===== config.mk =====
export PLATFORM = sky130hd
export DESIGN_NAME = second_timer_module
export DESIGN_NICKNAME = d
export VERILOG_FILES = /design/src/inc/timer_pkg.sv /design/src/inc/timer_if.sv /design/src/verilog/timer_unit.sv /design/src/verilog/second_timer_module.sv
export VERILOG_INCLUDE_DIRS = /design/src /design/src/inc
export SDC_FILE = /design/constraint.sdc
export NUM_CORES = 1
export LEC_CHECK = 0
export ABC_CLOCK_PERIOD_IN_PS = 3700
export BUFFER_PORTS_ARGS = -buffer_cell sky130_fd_sc_hd__buf_2
export CORE_UTILIZATION = 54
export CTS_CLUSTER_DIAMETER = 100
export DETAILED_ROUTE_END_ITERATION = 7
export PLACE_DENSITY = 0.77
export SLEW_MARGIN = 10
export SYNTH_ARGS = -nofsm -noshare
export SYNTH_HDL_FRONTEND = slang
export SYNTH_SLANG_ARGS = --single-unit

===== constraint.sdc =====
create_clock -name clk_i -period 3.7 [get_ports clk_i]
set_input_delay 0.925 -clock clk_i [delete_from_list [all_inputs] [get_ports clk_i]]
set_output_delay 0.925 -clock clk_i [all_outputs]
set_load 0.01 [all_outputs]

===== src/inc/timer_consts.svh =====
// register map, field positions, reset values and the operation summary of the timer block
// Operation
// - timers step at most once per two system clock cycles
// - core timer, auxiliary timer and capture_reload_reg are separate elements
// - auxiliary timer counts prescaled system clock ticks or external signals, as configured; core timer counts prescaled ticks only
// - count direction set by software or by the direction_input_pin level
// - core_toggle_latch inverts on every core timer overflow or underflow
// - toggle latch can clock the auxiliary timer and drive toggle_output_pin
// - core timer wraps are offered as clock to capture_compare_unit_timers
// - core timer wraps can reload the core timer from capture_reload_reg
// - capture_reload_reg latches auxiliary count on selected capture_input_pin transition
// - optional clear of auxiliary timer right after each capture, else undisturbed
// - capture may instead follow first_module_count_input and/or direction input transitions
// - both timers are sixteen bits wide
// - core timer has no external count or direction input
`ifndef TIMER_CONSTS_SVH
`define TIMER_CONSTS_SVH

`define TMR_W 16
`define OFS_CORE_CTL 8'h00
`define OFS_AUX_CTL 8'h04
`define OFS_CORE_CNT 8'h08
`define OFS_AUX_CNT 8'h0c
`define OFS_CAP_RELOAD 8'h10
`define OFS_STATUS 8'h14
`define OFS_MASK 8'h18

// core control fields
`define CC_RUN 0
`define CC_DOWN 1
`define CC_PRE_LO 2
`define CC_PRE_HI 4
`define CC_RELOAD 5
`define CC_OUT_EN 6
`define CC_LATCH 7
// auxiliary control fields
`define AC_RUN 0
`define AC_DOWN 1
`define AC_EXT_DIR 2
`define AC_PRE_LO 3
`define AC_PRE_HI 5
`define AC_SRC_LO 6
`define AC_SRC_HI 7
`define AC_EDGE_LO 8
`define AC_EDGE_HI 9
`define AC_CAP_FM 10
`define AC_FM_LO 11
`define AC_FM_HI 12
`define AC_CLR 13
// status and mask bits
`define ST_CORE 0
`define ST_AUX 1
`define ST_CAP 2

`define RST_CTL 16'h0000
`define RST_CNT 16'h0000
`define RST_ST 3'h0
`endif


===== src/inc/timer_pkg.sv =====
// types shared by the timer block
package timer_pkg;
    typedef enum logic [1:0] {
        SRC_PRESC = 2'b00,
        SRC_PIN = 2'b01,
        SRC_LATCH = 2'b10,
        SRC_NONE = 2'b11
    } aux_src_t;
    typedef logic [15:0] count_t;
endpackage


===== src/inc/timer_if.sv =====
// control and result signals between the block and one timer unit
`timescale 1ns/100ps
interface timer_if;
    logic step;
    logic up;
    logic clear;
    logic sw_load;
    timer_pkg::count_t sw_val;
    logic reload_en;
    timer_pkg::count_t reload_val;
    timer_pkg::count_t count;
    logic wrap;
    modport ctrl (output step, up, clear, sw_load, sw_val, reload_en, reload_val,
        input count, wrap);
    modport unit (input step, up, clear, sw_load, sw_val, reload_en, reload_val,
        output count, wrap);
endinterface


===== src/verilog/timer_unit.sv =====
// one sixteen bit up/down timer with load, clear and reload on wrap
`timescale 1ns/100ps
`include "timer_consts.svh"
module timer_unit (
    // clock and reset
    input wire logic clk_i,
    input wire logic rst_i,
    // control from the block
    timer_if.unit t
);
    localparam timer_pkg::count_t ONES = 16'hffff;

    // software load wins over clear, clear over counting
    always_ff @(posedge clk_i) begin
        if (rst_i) begin
            t.count <= `RST_CNT;
            t.wrap <= 1'b0;
        end else begin
            t.wrap <= 1'b0;
            if (t.sw_load) begin
                t.count <= t.sw_val;
            end else if (t.clear) begin
                t.count <= `RST_CNT;
            end else if (t.step) begin
                if (t.up && t.count == ONES) begin
                    t.wrap <= 1'b1;
                    t.count <= t.reload_en ? t.reload_val : 16'h0000;
                end else if (!t.up && t.count == 16'h0000) begin
                    t.wrap <= 1'b1;
                    t.count <= t.reload_en ? t.reload_val : ONES;
                end else begin
                    t.count <= t.up ? t.count + 16'h0001 : t.count - 16'h0001;
                end
            end
        end
    end
endmodule


===== src/verilog/second_timer_module.sv =====
// second timer module: core and auxiliary timers, toggle latch, capture/reload, wishbone slave
//
// The address map and the Wishbone register port were left to the implementer.
`timescale 1ns/100ps
`include "timer_consts.svh"
module second_timer_module (
    // clock and reset
    input wire logic clk_i,
    input wire logic rst_i,
    // wishbone slave
    input wire logic wb_cyc_i,
    input wire logic wb_stb_i,
    input wire logic wb_we_i,
    input wire logic [7:0] wb_adr_i,
    input wire logic [3:0] wb_sel_i,
    input wire logic [31:0] wb_dat_i,
    output logic [31:0] wb_dat_o,
    output logic wb_ack_o,
    // pins
    input wire logic aux_count_pin_i,
    input wire logic direction_input_pin_i,
    input wire logic capture_input_pin_i,
    input wire logic first_module_count_input_i,
    input wire logic first_module_direction_input_i,
    output logic toggle_output_pin_o,
    // events to neighbours and interrupt
    output logic capcom_clk_o,
    output logic irq_o
);
    // pin index in the synchroniser
    localparam int P_CNT = 0;
    localparam int P_DIR = 1;
    localparam int P_CAP = 2;
    localparam int P_FMC = 3;
    localparam int P_FMD = 4;

    timer_if core_t ();
    timer_if aux_t ();

    logic [15:0] core_ctl;
    logic [15:0] aux_ctl;
    logic [15:0] capreg;
    logic [2:0] status;
    logic [2:0] mask;
    logic core_latch;
    logic [7:0] presc;
    logic [4:0] sync_a;
    logic [4:0] sync_b;
    logic [4:0] sync_c;
    logic [4:0] rise;
    logic [4:0] fall;
    logic req;
    logic wr_go;
    logic rd_go;
    logic [7:0] ofs;
    logic cap_evt;
    logic pin_evt;
    logic fm_evt;
    logic [2:0] next_status;
    logic [31:0] rd_val;
    timer_pkg::aux_src_t aux_src;

    // byte lanes 0 and 1 carry the sixteen bit registers
    function automatic logic [15:0] lanes(input logic [15:0] old, input logic [31:0] d,
                                          input logic [3:0] sel);
        lanes = {sel[1] ? d[15:8] : old[15:8], sel[0] ? d[7:0] : old[7:0]};
    endfunction

    // prescaler tick with period 2^(p+1), never faster than every second cycle
    function automatic logic presc_tick(input logic [7:0] c, input logic [2:0] p);
        logic [7:0] m;
        m = 8'((9'h002 << p) - 9'h001);
        presc_tick = (c & m) == m;
    endfunction

    timer_unit core_unit (
        .clk_i(clk_i),
        .rst_i(rst_i),
        .t(core_t.unit)
    );

    timer_unit aux_unit (
        .clk_i(clk_i),
        .rst_i(rst_i),
        .t(aux_t.unit)
    );

    // two flops before any logic, third flop only for edge detection
    always_ff @(posedge clk_i) begin
        if (rst_i) begin
            sync_a <= 5'h00;
            sync_b <= 5'h00;
            sync_c <= 5'h00;
        end else begin
            sync_a <= {first_module_direction_input_i, first_module_count_input_i,
                       capture_input_pin_i, direction_input_pin_i, aux_count_pin_i};
            sync_b <= sync_a;
            sync_c <= sync_b;
        end
    end

    assign rise = sync_b & ~sync_c;
    assign fall = ~sync_b & sync_c;

    always_ff @(posedge clk_i) begin
        if (rst_i) begin
            presc <= 8'h00;
        end else begin
            presc <= presc + 8'h01;
        end
    end

    // core timer: prescaled clock only, it has no external count or direction
    assign core_t.step = core_ctl[`CC_RUN] &&
        presc_tick(presc, core_ctl[`CC_PRE_HI:`CC_PRE_LO]);
    assign core_t.up = !core_ctl[`CC_DOWN];
    assign core_t.clear = 1'b0;
    assign core_t.sw_load = wr_go && ofs == `OFS_CORE_CNT;
    assign core_t.sw_val = lanes(core_t.count, wb_dat_i, wb_sel_i);
    assign core_t.reload_en = core_ctl[`CC_RELOAD];
    assign core_t.reload_val = capreg;

    // auxiliary timer clock source
    assign aux_src = timer_pkg::aux_src_t'(aux_ctl[`AC_SRC_HI:`AC_SRC_LO]);

    always_comb begin
        aux_t.step = 1'b0;
        case (aux_src)
            timer_pkg::SRC_PRESC: aux_t.step =
                presc_tick(presc, aux_ctl[`AC_PRE_HI:`AC_PRE_LO]);
            timer_pkg::SRC_PIN: aux_t.step = rise[P_CNT];
            // each latch transition coincides with a core wrap pulse
            timer_pkg::SRC_LATCH: aux_t.step = core_t.wrap;
            default: aux_t.step = 1'b0;
        endcase
        aux_t.step = aux_t.step && aux_ctl[`AC_RUN];
    end

    assign aux_t.up = aux_ctl[`AC_EXT_DIR] ? !sync_b[P_DIR] : !aux_ctl[`AC_DOWN];
    assign aux_t.sw_load = wr_go && ofs == `OFS_AUX_CNT;
    assign aux_t.sw_val = lanes(aux_t.count, wb_dat_i, wb_sel_i);
    assign aux_t.reload_en = 1'b0;
    assign aux_t.reload_val = 16'h0000;
    assign aux_t.clear = cap_evt && aux_ctl[`AC_CLR];

    // capture trigger selection
    assign pin_evt = (aux_ctl[`AC_EDGE_LO] && rise[P_CAP]) ||
                     (aux_ctl[`AC_EDGE_HI] && fall[P_CAP]);
    assign fm_evt = (aux_ctl[`AC_FM_LO] && (rise[P_FMC] || fall[P_FMC])) ||
                    (aux_ctl[`AC_FM_HI] && (rise[P_FMD] || fall[P_FMD]));
    assign cap_evt = aux_ctl[`AC_CAP_FM] ? fm_evt : pin_evt;

    // a capture beats a software write in the same cycle
    always_ff @(posedge clk_i) begin
        if (rst_i) begin
            capreg <= `RST_CNT;
        end else if (cap_evt) begin
            capreg <= aux_t.count;
        end else if (wr_go && ofs == `OFS_CAP_RELOAD) begin
            capreg <= lanes(capreg, wb_dat_i, wb_sel_i);
        end
    end

    always_ff @(posedge clk_i) begin
        if (rst_i) begin
            core_latch <= 1'b0;
            toggle_output_pin_o <= 1'b0;
            capcom_clk_o <= 1'b0;
        end else begin
            if (core_t.wrap) begin
                core_latch <= !core_latch;
            end
            toggle_output_pin_o <= core_latch && core_ctl[`CC_OUT_EN];
            capcom_clk_o <= core_t.wrap;
        end
    end

    // wishbone: ack one cycle after the request, dropped the cycle after
    assign req = wb_cyc_i && wb_stb_i;
    assign wr_go = req && wb_we_i && !wb_ack_o;
    assign rd_go = req && !wb_we_i && !wb_ack_o;
    assign ofs = {wb_adr_i[7:2], 2'b00};

    always_comb begin
        rd_val = 32'h0000_0000;
        case (ofs)
            `OFS_CORE_CTL: rd_val = {16'h0000, core_ctl[15:8], core_latch, core_ctl[6:0]};
            `OFS_AUX_CTL: rd_val = {16'h0000, aux_ctl};
            `OFS_CORE_CNT: rd_val = {16'h0000, core_t.count};
            `OFS_AUX_CNT: rd_val = {16'h0000, aux_t.count};
            `OFS_CAP_RELOAD: rd_val = {16'h0000, capreg};
            `OFS_STATUS: rd_val = {29'h0000_0000, status};
            `OFS_MASK: rd_val = {29'h0000_0000, mask};
            default: rd_val = 32'h0000_0000;
        endcase
    end

    always_ff @(posedge clk_i) begin
        if (rst_i) begin
            wb_ack_o <= 1'b0;
            wb_dat_o <= 32'h0000_0000;
        end else begin
            wb_ack_o <= req && !wb_ack_o;
            if (rd_go) begin
                wb_dat_o <= rd_val;
            end
        end
    end

    always_ff @(posedge clk_i) begin
        if (rst_i) begin
            core_ctl <= `RST_CTL;
            aux_ctl <= `RST_CTL;
            mask <= `RST_ST;
        end else if (wr_go) begin
            if (ofs == `OFS_CORE_CTL) begin
                core_ctl <= lanes(core_ctl, wb_dat_i, wb_sel_i);
            end
            if (ofs == `OFS_AUX_CTL) begin
                aux_ctl <= lanes(aux_ctl, wb_dat_i, wb_sel_i);
            end
            if (ofs == `OFS_MASK && wb_sel_i[0]) begin
                mask <= wb_dat_i[2:0];
            end
        end
    end

    // read clears; an event in the clearing cycle stays set
    always_comb begin
        next_status = status;
        if (rd_go && ofs == `OFS_STATUS) begin
            next_status = 3'h0;
        end
        next_status[`ST_CORE] = next_status[`ST_CORE] | core_t.wrap;
        next_status[`ST_AUX] = next_status[`ST_AUX] | aux_t.wrap;
        next_status[`ST_CAP] = next_status[`ST_CAP] | cap_evt;
    end

    always_ff @(posedge clk_i) begin
        if (rst_i) begin
            status <= `RST_ST;
            irq_o <= 1'b0;
        end else begin
            status <= next_status;
            irq_o <= |(next_status & mask);
        end
    end
endmodule


==> results of run 1 <==
worst reg2reg max path, delay by kind of cell, from the launching register on:
kind,cells,cell delay [ps]
flops,1,360
fa+ha+maj,1,370
mux,2,780
compound gates,5,1700
simple gates,1,100
registers in the layout (all words and copies together) (netlist names), 3 cells and up:
name               flops
mask                   3
presc                  8
sync_c                 4
sync_b                 5
status                 3
sync_a                 5
aux_ctl               16
capreg                16
wb_dat_o              16
aux_unit.t.count      16
core_unit.t.count     16
core_ctl              15
placed cells by master (no fill, tap or decap), types with 9 or more instances in the layout:
cell type and n:
a211oi_1 13, conb_1 16, nand4_1 10, ha_1 29, a22oi_1 23, nor4_1 9, mux2i_1 19, buf_4 18
a21o_1 14, nor2_1 137, mux2_2 17, nor2b_1 22, a21oi_1 83, dfxtp_1 130, a311oi_1 29, nand3_1 47
clkbuf_16 17, inv_1 16, xnor2_1 11, nor3_1 16, o21ai_0 26, xor2_1 17, a221oi_1 18, buf_2 52
nand2_1 82
layout make-up:
cell class	count	share of cell area, %
clock inverters	8	1.45
clock buffers	22	5.55
inverters	16	0.689
flip-flops and latches	130	29.9
multi-input cells	762	55.3
repair buffers	70	4.54
well taps	180	2.58
routing by layer:
metal	track usage, %	vias to the layer above	share of wire (%)
met5	0	-	0
met4	14.0	0	2.7
met3	7.58	53	11
met2	49.4	444	45
met1	42.6	3564	42
li1	-	3598	-
path summary, 6_finish.rpt:
path	startpoint	to	slack, ps
worst max-delay path	aux_ctl[2]$_SDFFE_PP0P_	aux_unit.t.count[15]$_SDFFE_PP0P_	250
worst min-delay path	sync_a[1]$_SDFF_PP0_	sync_b[1]$_SDFF_PP0_	440
worst max register to register	aux_ctl[2]$_SDFFE_PP0P_	aux_unit.t.count[15]$_SDFFE_PP0P_	250
worst min register to register	sync_a[1]$_SDFF_PP0_	sync_b[1]$_SDFF_PP0_	440
metrics by stage:
| step | power, mW | setup slack (ps) | instance area [um^2] | hold WS (ps) |
|---|---|---|---|---|
| 2_1_floorplan | 1.53 | 784 | 7840 | 414 |
| 3_3_place_gp | 1.58 | 408 | 8110 | 417 |
| 3_5_place_dp | 1.58 | 318 | 8110 | 429 |
| 4_1_cts | 3.29 | 295 | 8720 | 442 |
| 5_1_grt | 3.38 | 12.3 | 8720 | 456 |
| 6_report | 3.30 | 250 | 8720 | 438 |
report_power, final:
part	switching, mW	leakage (nW)	internal, mW
Combinational	0.0991	2.13	0.0358
Sequential	0.00866	1.05	1.41
Clock	0.619	0.291	1.12
cell families (layout without fill, tap and decap cells):
logic type                 count (synthesis)  count (layout)  synth area share [%]
AOI/OAI and AO/OA                        273             273                  24.6
xor gates and xnor gates                  28              28                  3.15
adders and majority gates                 31              31                  5.18
buffers and inverters                     86             116                  5.52
DFF                                      130             130                  33.5
muxes                                     36              36                  4.91
other                                      1              16                0.0482
and+or+nand+nor                          378             378                  23.1
==> impl_metrics.toml, run 1 <==
[run_status]
status = "finished, final reports clean"

[worst_setup_path]
r2r.worst_path.cells = 9
critPathRequiredTime_ps = 3980
cpPeakStageDelay_ps = 580
critPathLaunchType = "flop"
cp_slowest_cell = "a2111oi_0"
crit_type = "flop to flop"
critical_path_depth = 9
critPathTopFamily = "compound AO/OA/AOI/OAI gates"
critPathBufInv = 0
worstPathMaxFanout = 20
crit_arrival_ps = 3730
crit_chain = "mux2_2, ha_1, a211oi_1, o211ai_1, a2111oi_2, nor4_1, a2111oi_0, mux2i_1, o22ai_1"
endpoint_kind = "flop"

[timing]
finalMaxSlewViolations = 0
relSlewSlack_pct = 37.0
hold_viol = 0
worstMarginPinSlew_ps = 945
post-route-period-util_pct = 93.2
final.min_clock_period_ps = 3450
rsz0062_at_grt = "false"
max_freq_mhz = 290
tns_ps = 0
setup_viol = 0
skew_ps = 7.27

[die]
start_util_pct = 55.6
ios = 90
rows = 43
die_area_um2 = 14900
die_h_um = 122
fp.coreArea_um2 = 14000
fp.dieW_um = 122

[synthesis]
synth-edff-count = 0
async_flop_share_pct = 0
synth_largest_area_cell = "dfxtp_1"
ys_top_cells_by_count = "nor2_1, dfxtp_1, a21oi_1, nand2_1, nand3_1"
avgSynthCellArea_um2 = 8.08
synthCells = 963
synth_most_common_cell = "nor2_1"
synthesis.area_um2 = 7780
ys_types = 82
synth_seq_cells = 130
ys_warn_count = 0
yosysTopAreaCellShare_pct = 33.5
yosys-top-cells-area = "dfxtp_1, nor2_1, a21oi_1"
ys.flop_type = "dfxtp_1"
ys_seq_area_share_pct = 33.5

[cts]
insertion_delay_ps = 430
clk_pin_slew_ps = 60
hold_buffers = 0
cts_buffers = 17
clk_path_buf_depth = 2
clock-root-buffer = "clkbuf_16"
post_cts_resized = 0
clock-sinks = 130
post_cts_buffers = 0
cts_tree = "built"
cts_max_level = 4

[placed_design]
io_buffers = 53
gp_congestion = 0.940
placedCellCount = 1158
dp_hpwl_mm = 16.4

[global_route]
grt_pass1_vias = 6952
grt_overflow_total = 0
antenna_found_initial = 0
grt_pass1_wl_mm = 36.5
grt_start_max_net_pins = 65
grt_use_total_pct = 32.1

[min_path]
min_path_type = "flop to flop"
hold_depth = 1

[power_and_ir_drop]
powerDensity_nw_per_um2 = 378
ir_drop_uv = 259
p_leak_nw = 3.47

[detailed_routing]
via_count = 7659
first_pass_iters = 6
post_drt_wl_per_cell_um = 19.5
routed_wl_mm = 23.2
drcViolationCount = 0
drtIter0Drc = 855
drtAntennaViolNets = 0
vias_per_cell = 6.45

[layout]
final_nets = 1082
final_cells = 1188
fin_util_pct = 62.3
multi_input_area_um2 = 4820
antenna_cells = 0
final_layout_size_suffix_gt1_share_pct = 13.8
syn_to_final_growth_pct = 12.1
seqCellArea_um2 = 2600
fillers = 1248

[flow_run]
cap_viol_max_count = 0
No activity file was read; power rests on OpenSTA's default activity.
==> inputs of run 2 (changes only) <==
Settings changed: ABC_AREA set to 1, GPL_ROUTABILITY_DRIVEN set to 0, PLACE_DENSITY 0.77 to 0.76.
==> run 2 against run 1 <==
Design area up 7.2%. Register-to-register slack better by 760 ps. Combinational power down 4%. Core utilization down 0.84 points. First-iteration DRC count down 9.0%. Sequential share of layout area down 2.0 points. Global-route usage down 1.2 points. Die area up 8.0%. Count of clock-buffer cells in the layout down 4. Critical path depth up 8. Largest cell class unchanged. Largest power group unchanged.
==> impl_metrics.toml, run 2 <==
[run_status]
status = "finished, final reports clean"

[synthesis]
yosysTopAreaCellShare_pct = 30.9
synthCells = 1277
ys_warn_count = 0
ys_seq_area_share_pct = 30.9
ys_types = 54
synthesis.area_um2 = 8410
async_flop_share_pct = 0
synth_seq_cells = 130
synth_largest_area_cell = "dfxtp_1"
ys.flop_type = "dfxtp_1"
yosys-top-cells-area = "dfxtp_1, nand2_1, a21oi_1"
synth_most_common_cell = "nand2_1"
avgSynthCellArea_um2 = 6.59
ys_top_cells_by_count = "nand2_1, inv_1, a21oi_1, dfxtp_1, nor2_1"
synth-edff-count = 0

[global_route]
use_met1_pct = 41.5
grt-busiest-layer = "met2"
grt_use_total_pct = 30.9
grt_start_max_net_pins = 59
met3_usage_pct = 4.43
grt_overflow_total = 0
grtUsageMet2_pct = 49.2
grt_pass1_wl_mm = 39.2
grt_pass1_vias = 7665
antenna_found_initial = 0

[layout]
final_common_cell = "nand2_1"
antenna_cells = 0
syn_to_final_growth_pct = 11.1
final_area_um2 = 9350
fin_util_pct = 61.5
fillers = 1426
final_cells = 1513
final_layout_size_suffix_gt1_share_pct = 11.4
final_nets = 1397
mostFrequentLayoutCells = "nand2_1, inv_1, a21oi_1"

[min_path]
hold_depth = 2
min_path_type = "flop to flop"
worstHoldStart = "sync_a[0]$_SDFF_PP0_"

[worst_setup_path]
crit_type = "flop to flop"
crit_arrival_ps = 3040
startpoint = "aux_ctl[2]$_SDFFE_PP0P_"
r2r_slack_ps = 1010
r2r.worst_path.cells = 17
critPathLaunchType = "flop"
critPathRequiredTime_ps = 4050
critical_path.endpoint = "aux_unit.t.count[10]$_SDFFE_PP0P_"
worstPathMaxFanout = 16
rr_endpoint = "aux_unit.t.count[10]$_SDFFE_PP0P_"
endpoint_kind = "flop"
reg2reg_from = "aux_ctl[2]$_SDFFE_PP0P_"

[detailed_routing]
first_pass_iters = 8
drtAntennaViolNets = 0
drcViolationCount = 0
routed_wl_mm = 24.2
drtIter0Drc = 778
post_drt_wl_per_cell_um = 16.0
vias_per_cell = 5.73
via_count = 8667

[power_and_ir_drop]
seq_power_share_pct = 40.4
p_leak_nw = 4.21
total_power_mw = 3.51
clkPwrFrac_pct = 55.9
p_int_mw = 2.74
power_frac_comb_pct = 3.7
ir_drop_uv = 337
switching_share_pct = 22.0
power_switching_mw = 0.772
powerDensity_nw_per_um2 = 375

[placed_design]
dpl_worst_slack_ps = 1020
placedCellCount = 1481
placed_area_um2 = 8660
io_buffers = 53
dp_hpwl_mm = 17.8

[die]
ios = 90
rows = 45
die_h_um = 127
fp.coreArea_um2 = 15200
die_area_um2 = 16100
fp.dieW_um = 127
start_util_pct = 55.3

[cts]
cts_max_level = 4
clk_path_buf_depth = 2
cts_buffers = 17
post_cts_buffers = 0
hold_buffers = 0
post_cts_resized = 0
clock-root-buffer = "clkbuf_16"
clk_pin_slew_ps = 60
cts_tree = "built"
insertion_delay_ps = 430
clock-sinks = 130

[timing]
hold_viol = 0
skew_ps = 7.58
timing.final.ws_setup_ps = 1010
finalMaxSlewViolations = 0
post-route-period-util_pct = 72.7
max_freq_mhz = 372
hold_slack_ps = 401
worstMarginPinSlew_ps = 780
tns_ps = 0
relSlewSlack_pct = 48.0
setup_viol = 0
final.min_clock_period_ps = 2690
rsz0062_at_grt = "false"

[flow_run]
cap_viol_max_count = 0
-- run 2: cell types whose count changed in the layout (fill, tap and decap cells not counted), sizes merged, moves of 23 or more --
cell,change
nor2b,-23
nand2,+208
inv,+153
a311oi,-30
a21oi,+52
nand3,+30
o21ai,+95
-- run 2: metal layers --
layer / share of wire, % / vias up
li1: - / 4291
met1: 44 / 3959
met2: 46 / 354
met3: 6.4 / 63
met4: 3.3 / 0
met5: 0 / -
-- run 2: cell type report --
class / instances / area (um^2) / area share (%)
inverters: 166 / 626 / 6.69
repair buffers: 60 / 318 / 3.40
multi-input cells: 937 / 4880 / 52.2
flip-flops and latches: 130 / 2600 / 27.8
clock buffers: 18 / 439 / 4.70
well taps: 188 / 235 / 2.52
clock inverters: 14 / 248 / 2.65
-- run 2: worst max-delay path, stage by stage (launching register included) --
cell     delay [ps]
dfxtp_1         340
inv_1           100
or2_1           230
o21ai_2         130
inv_2           230
ha_1            380
inv_1            70
o21ai_0         270
nand2_1         110
nand3_1         140
nand2_1          80
nand2_1          60
nand2_1          50
nand3_1          60
nand2_1          90
o21ai_1          90
nand2_1          60
a21oi_1         120
-- run 2: power groups by stage --
stage / logic (mW) / registers [mW] / clock network [mW]
final: 0.129 / 1.42 / 1.96
after global routing: 0.138 / 1.42 / 2.04
after CTS: 0.126 / 1.42 / 1.97
after detailed placement: 0.125 / 1.45 / 0
after global placement: 0.124 / 1.45 / 0
after floorplan: 0.0821 / 1.45 / 0
-- run 2: kinds of logic (layout without fill, tap and decap cells) --
group | Yosys count | after routing | synth area share [%]
adders and majority gates | 31 | 31 | 4.79
AOI/OAI and AO/OA | 333 | 333 | 22.5
xor gates and xnor gates | 9 | 9 | 0.937
other | 1 | 16 | 0.0446
DFF | 130 | 130 | 30.9
and+or+nand+nor | 548 | 548 | 29.1
buffers and inverters | 225 | 258 | 11.7
-- run 2: worst min-delay path by stage --
stage	slack, ps	end
after floorplan	390	sync_b[0]$_SDFF_PP0_
after global placement	390	sync_b[0]$_SDFF_PP0_
after global routing	420	sync_b[4]$_SDFF_PP0_
final	400	sync_b[0]$_SDFF_PP0_
after detailed placement	400	sync_b[0]$_SDFF_PP0_
after CTS	400	sync_b[0]$_SDFF_PP0_
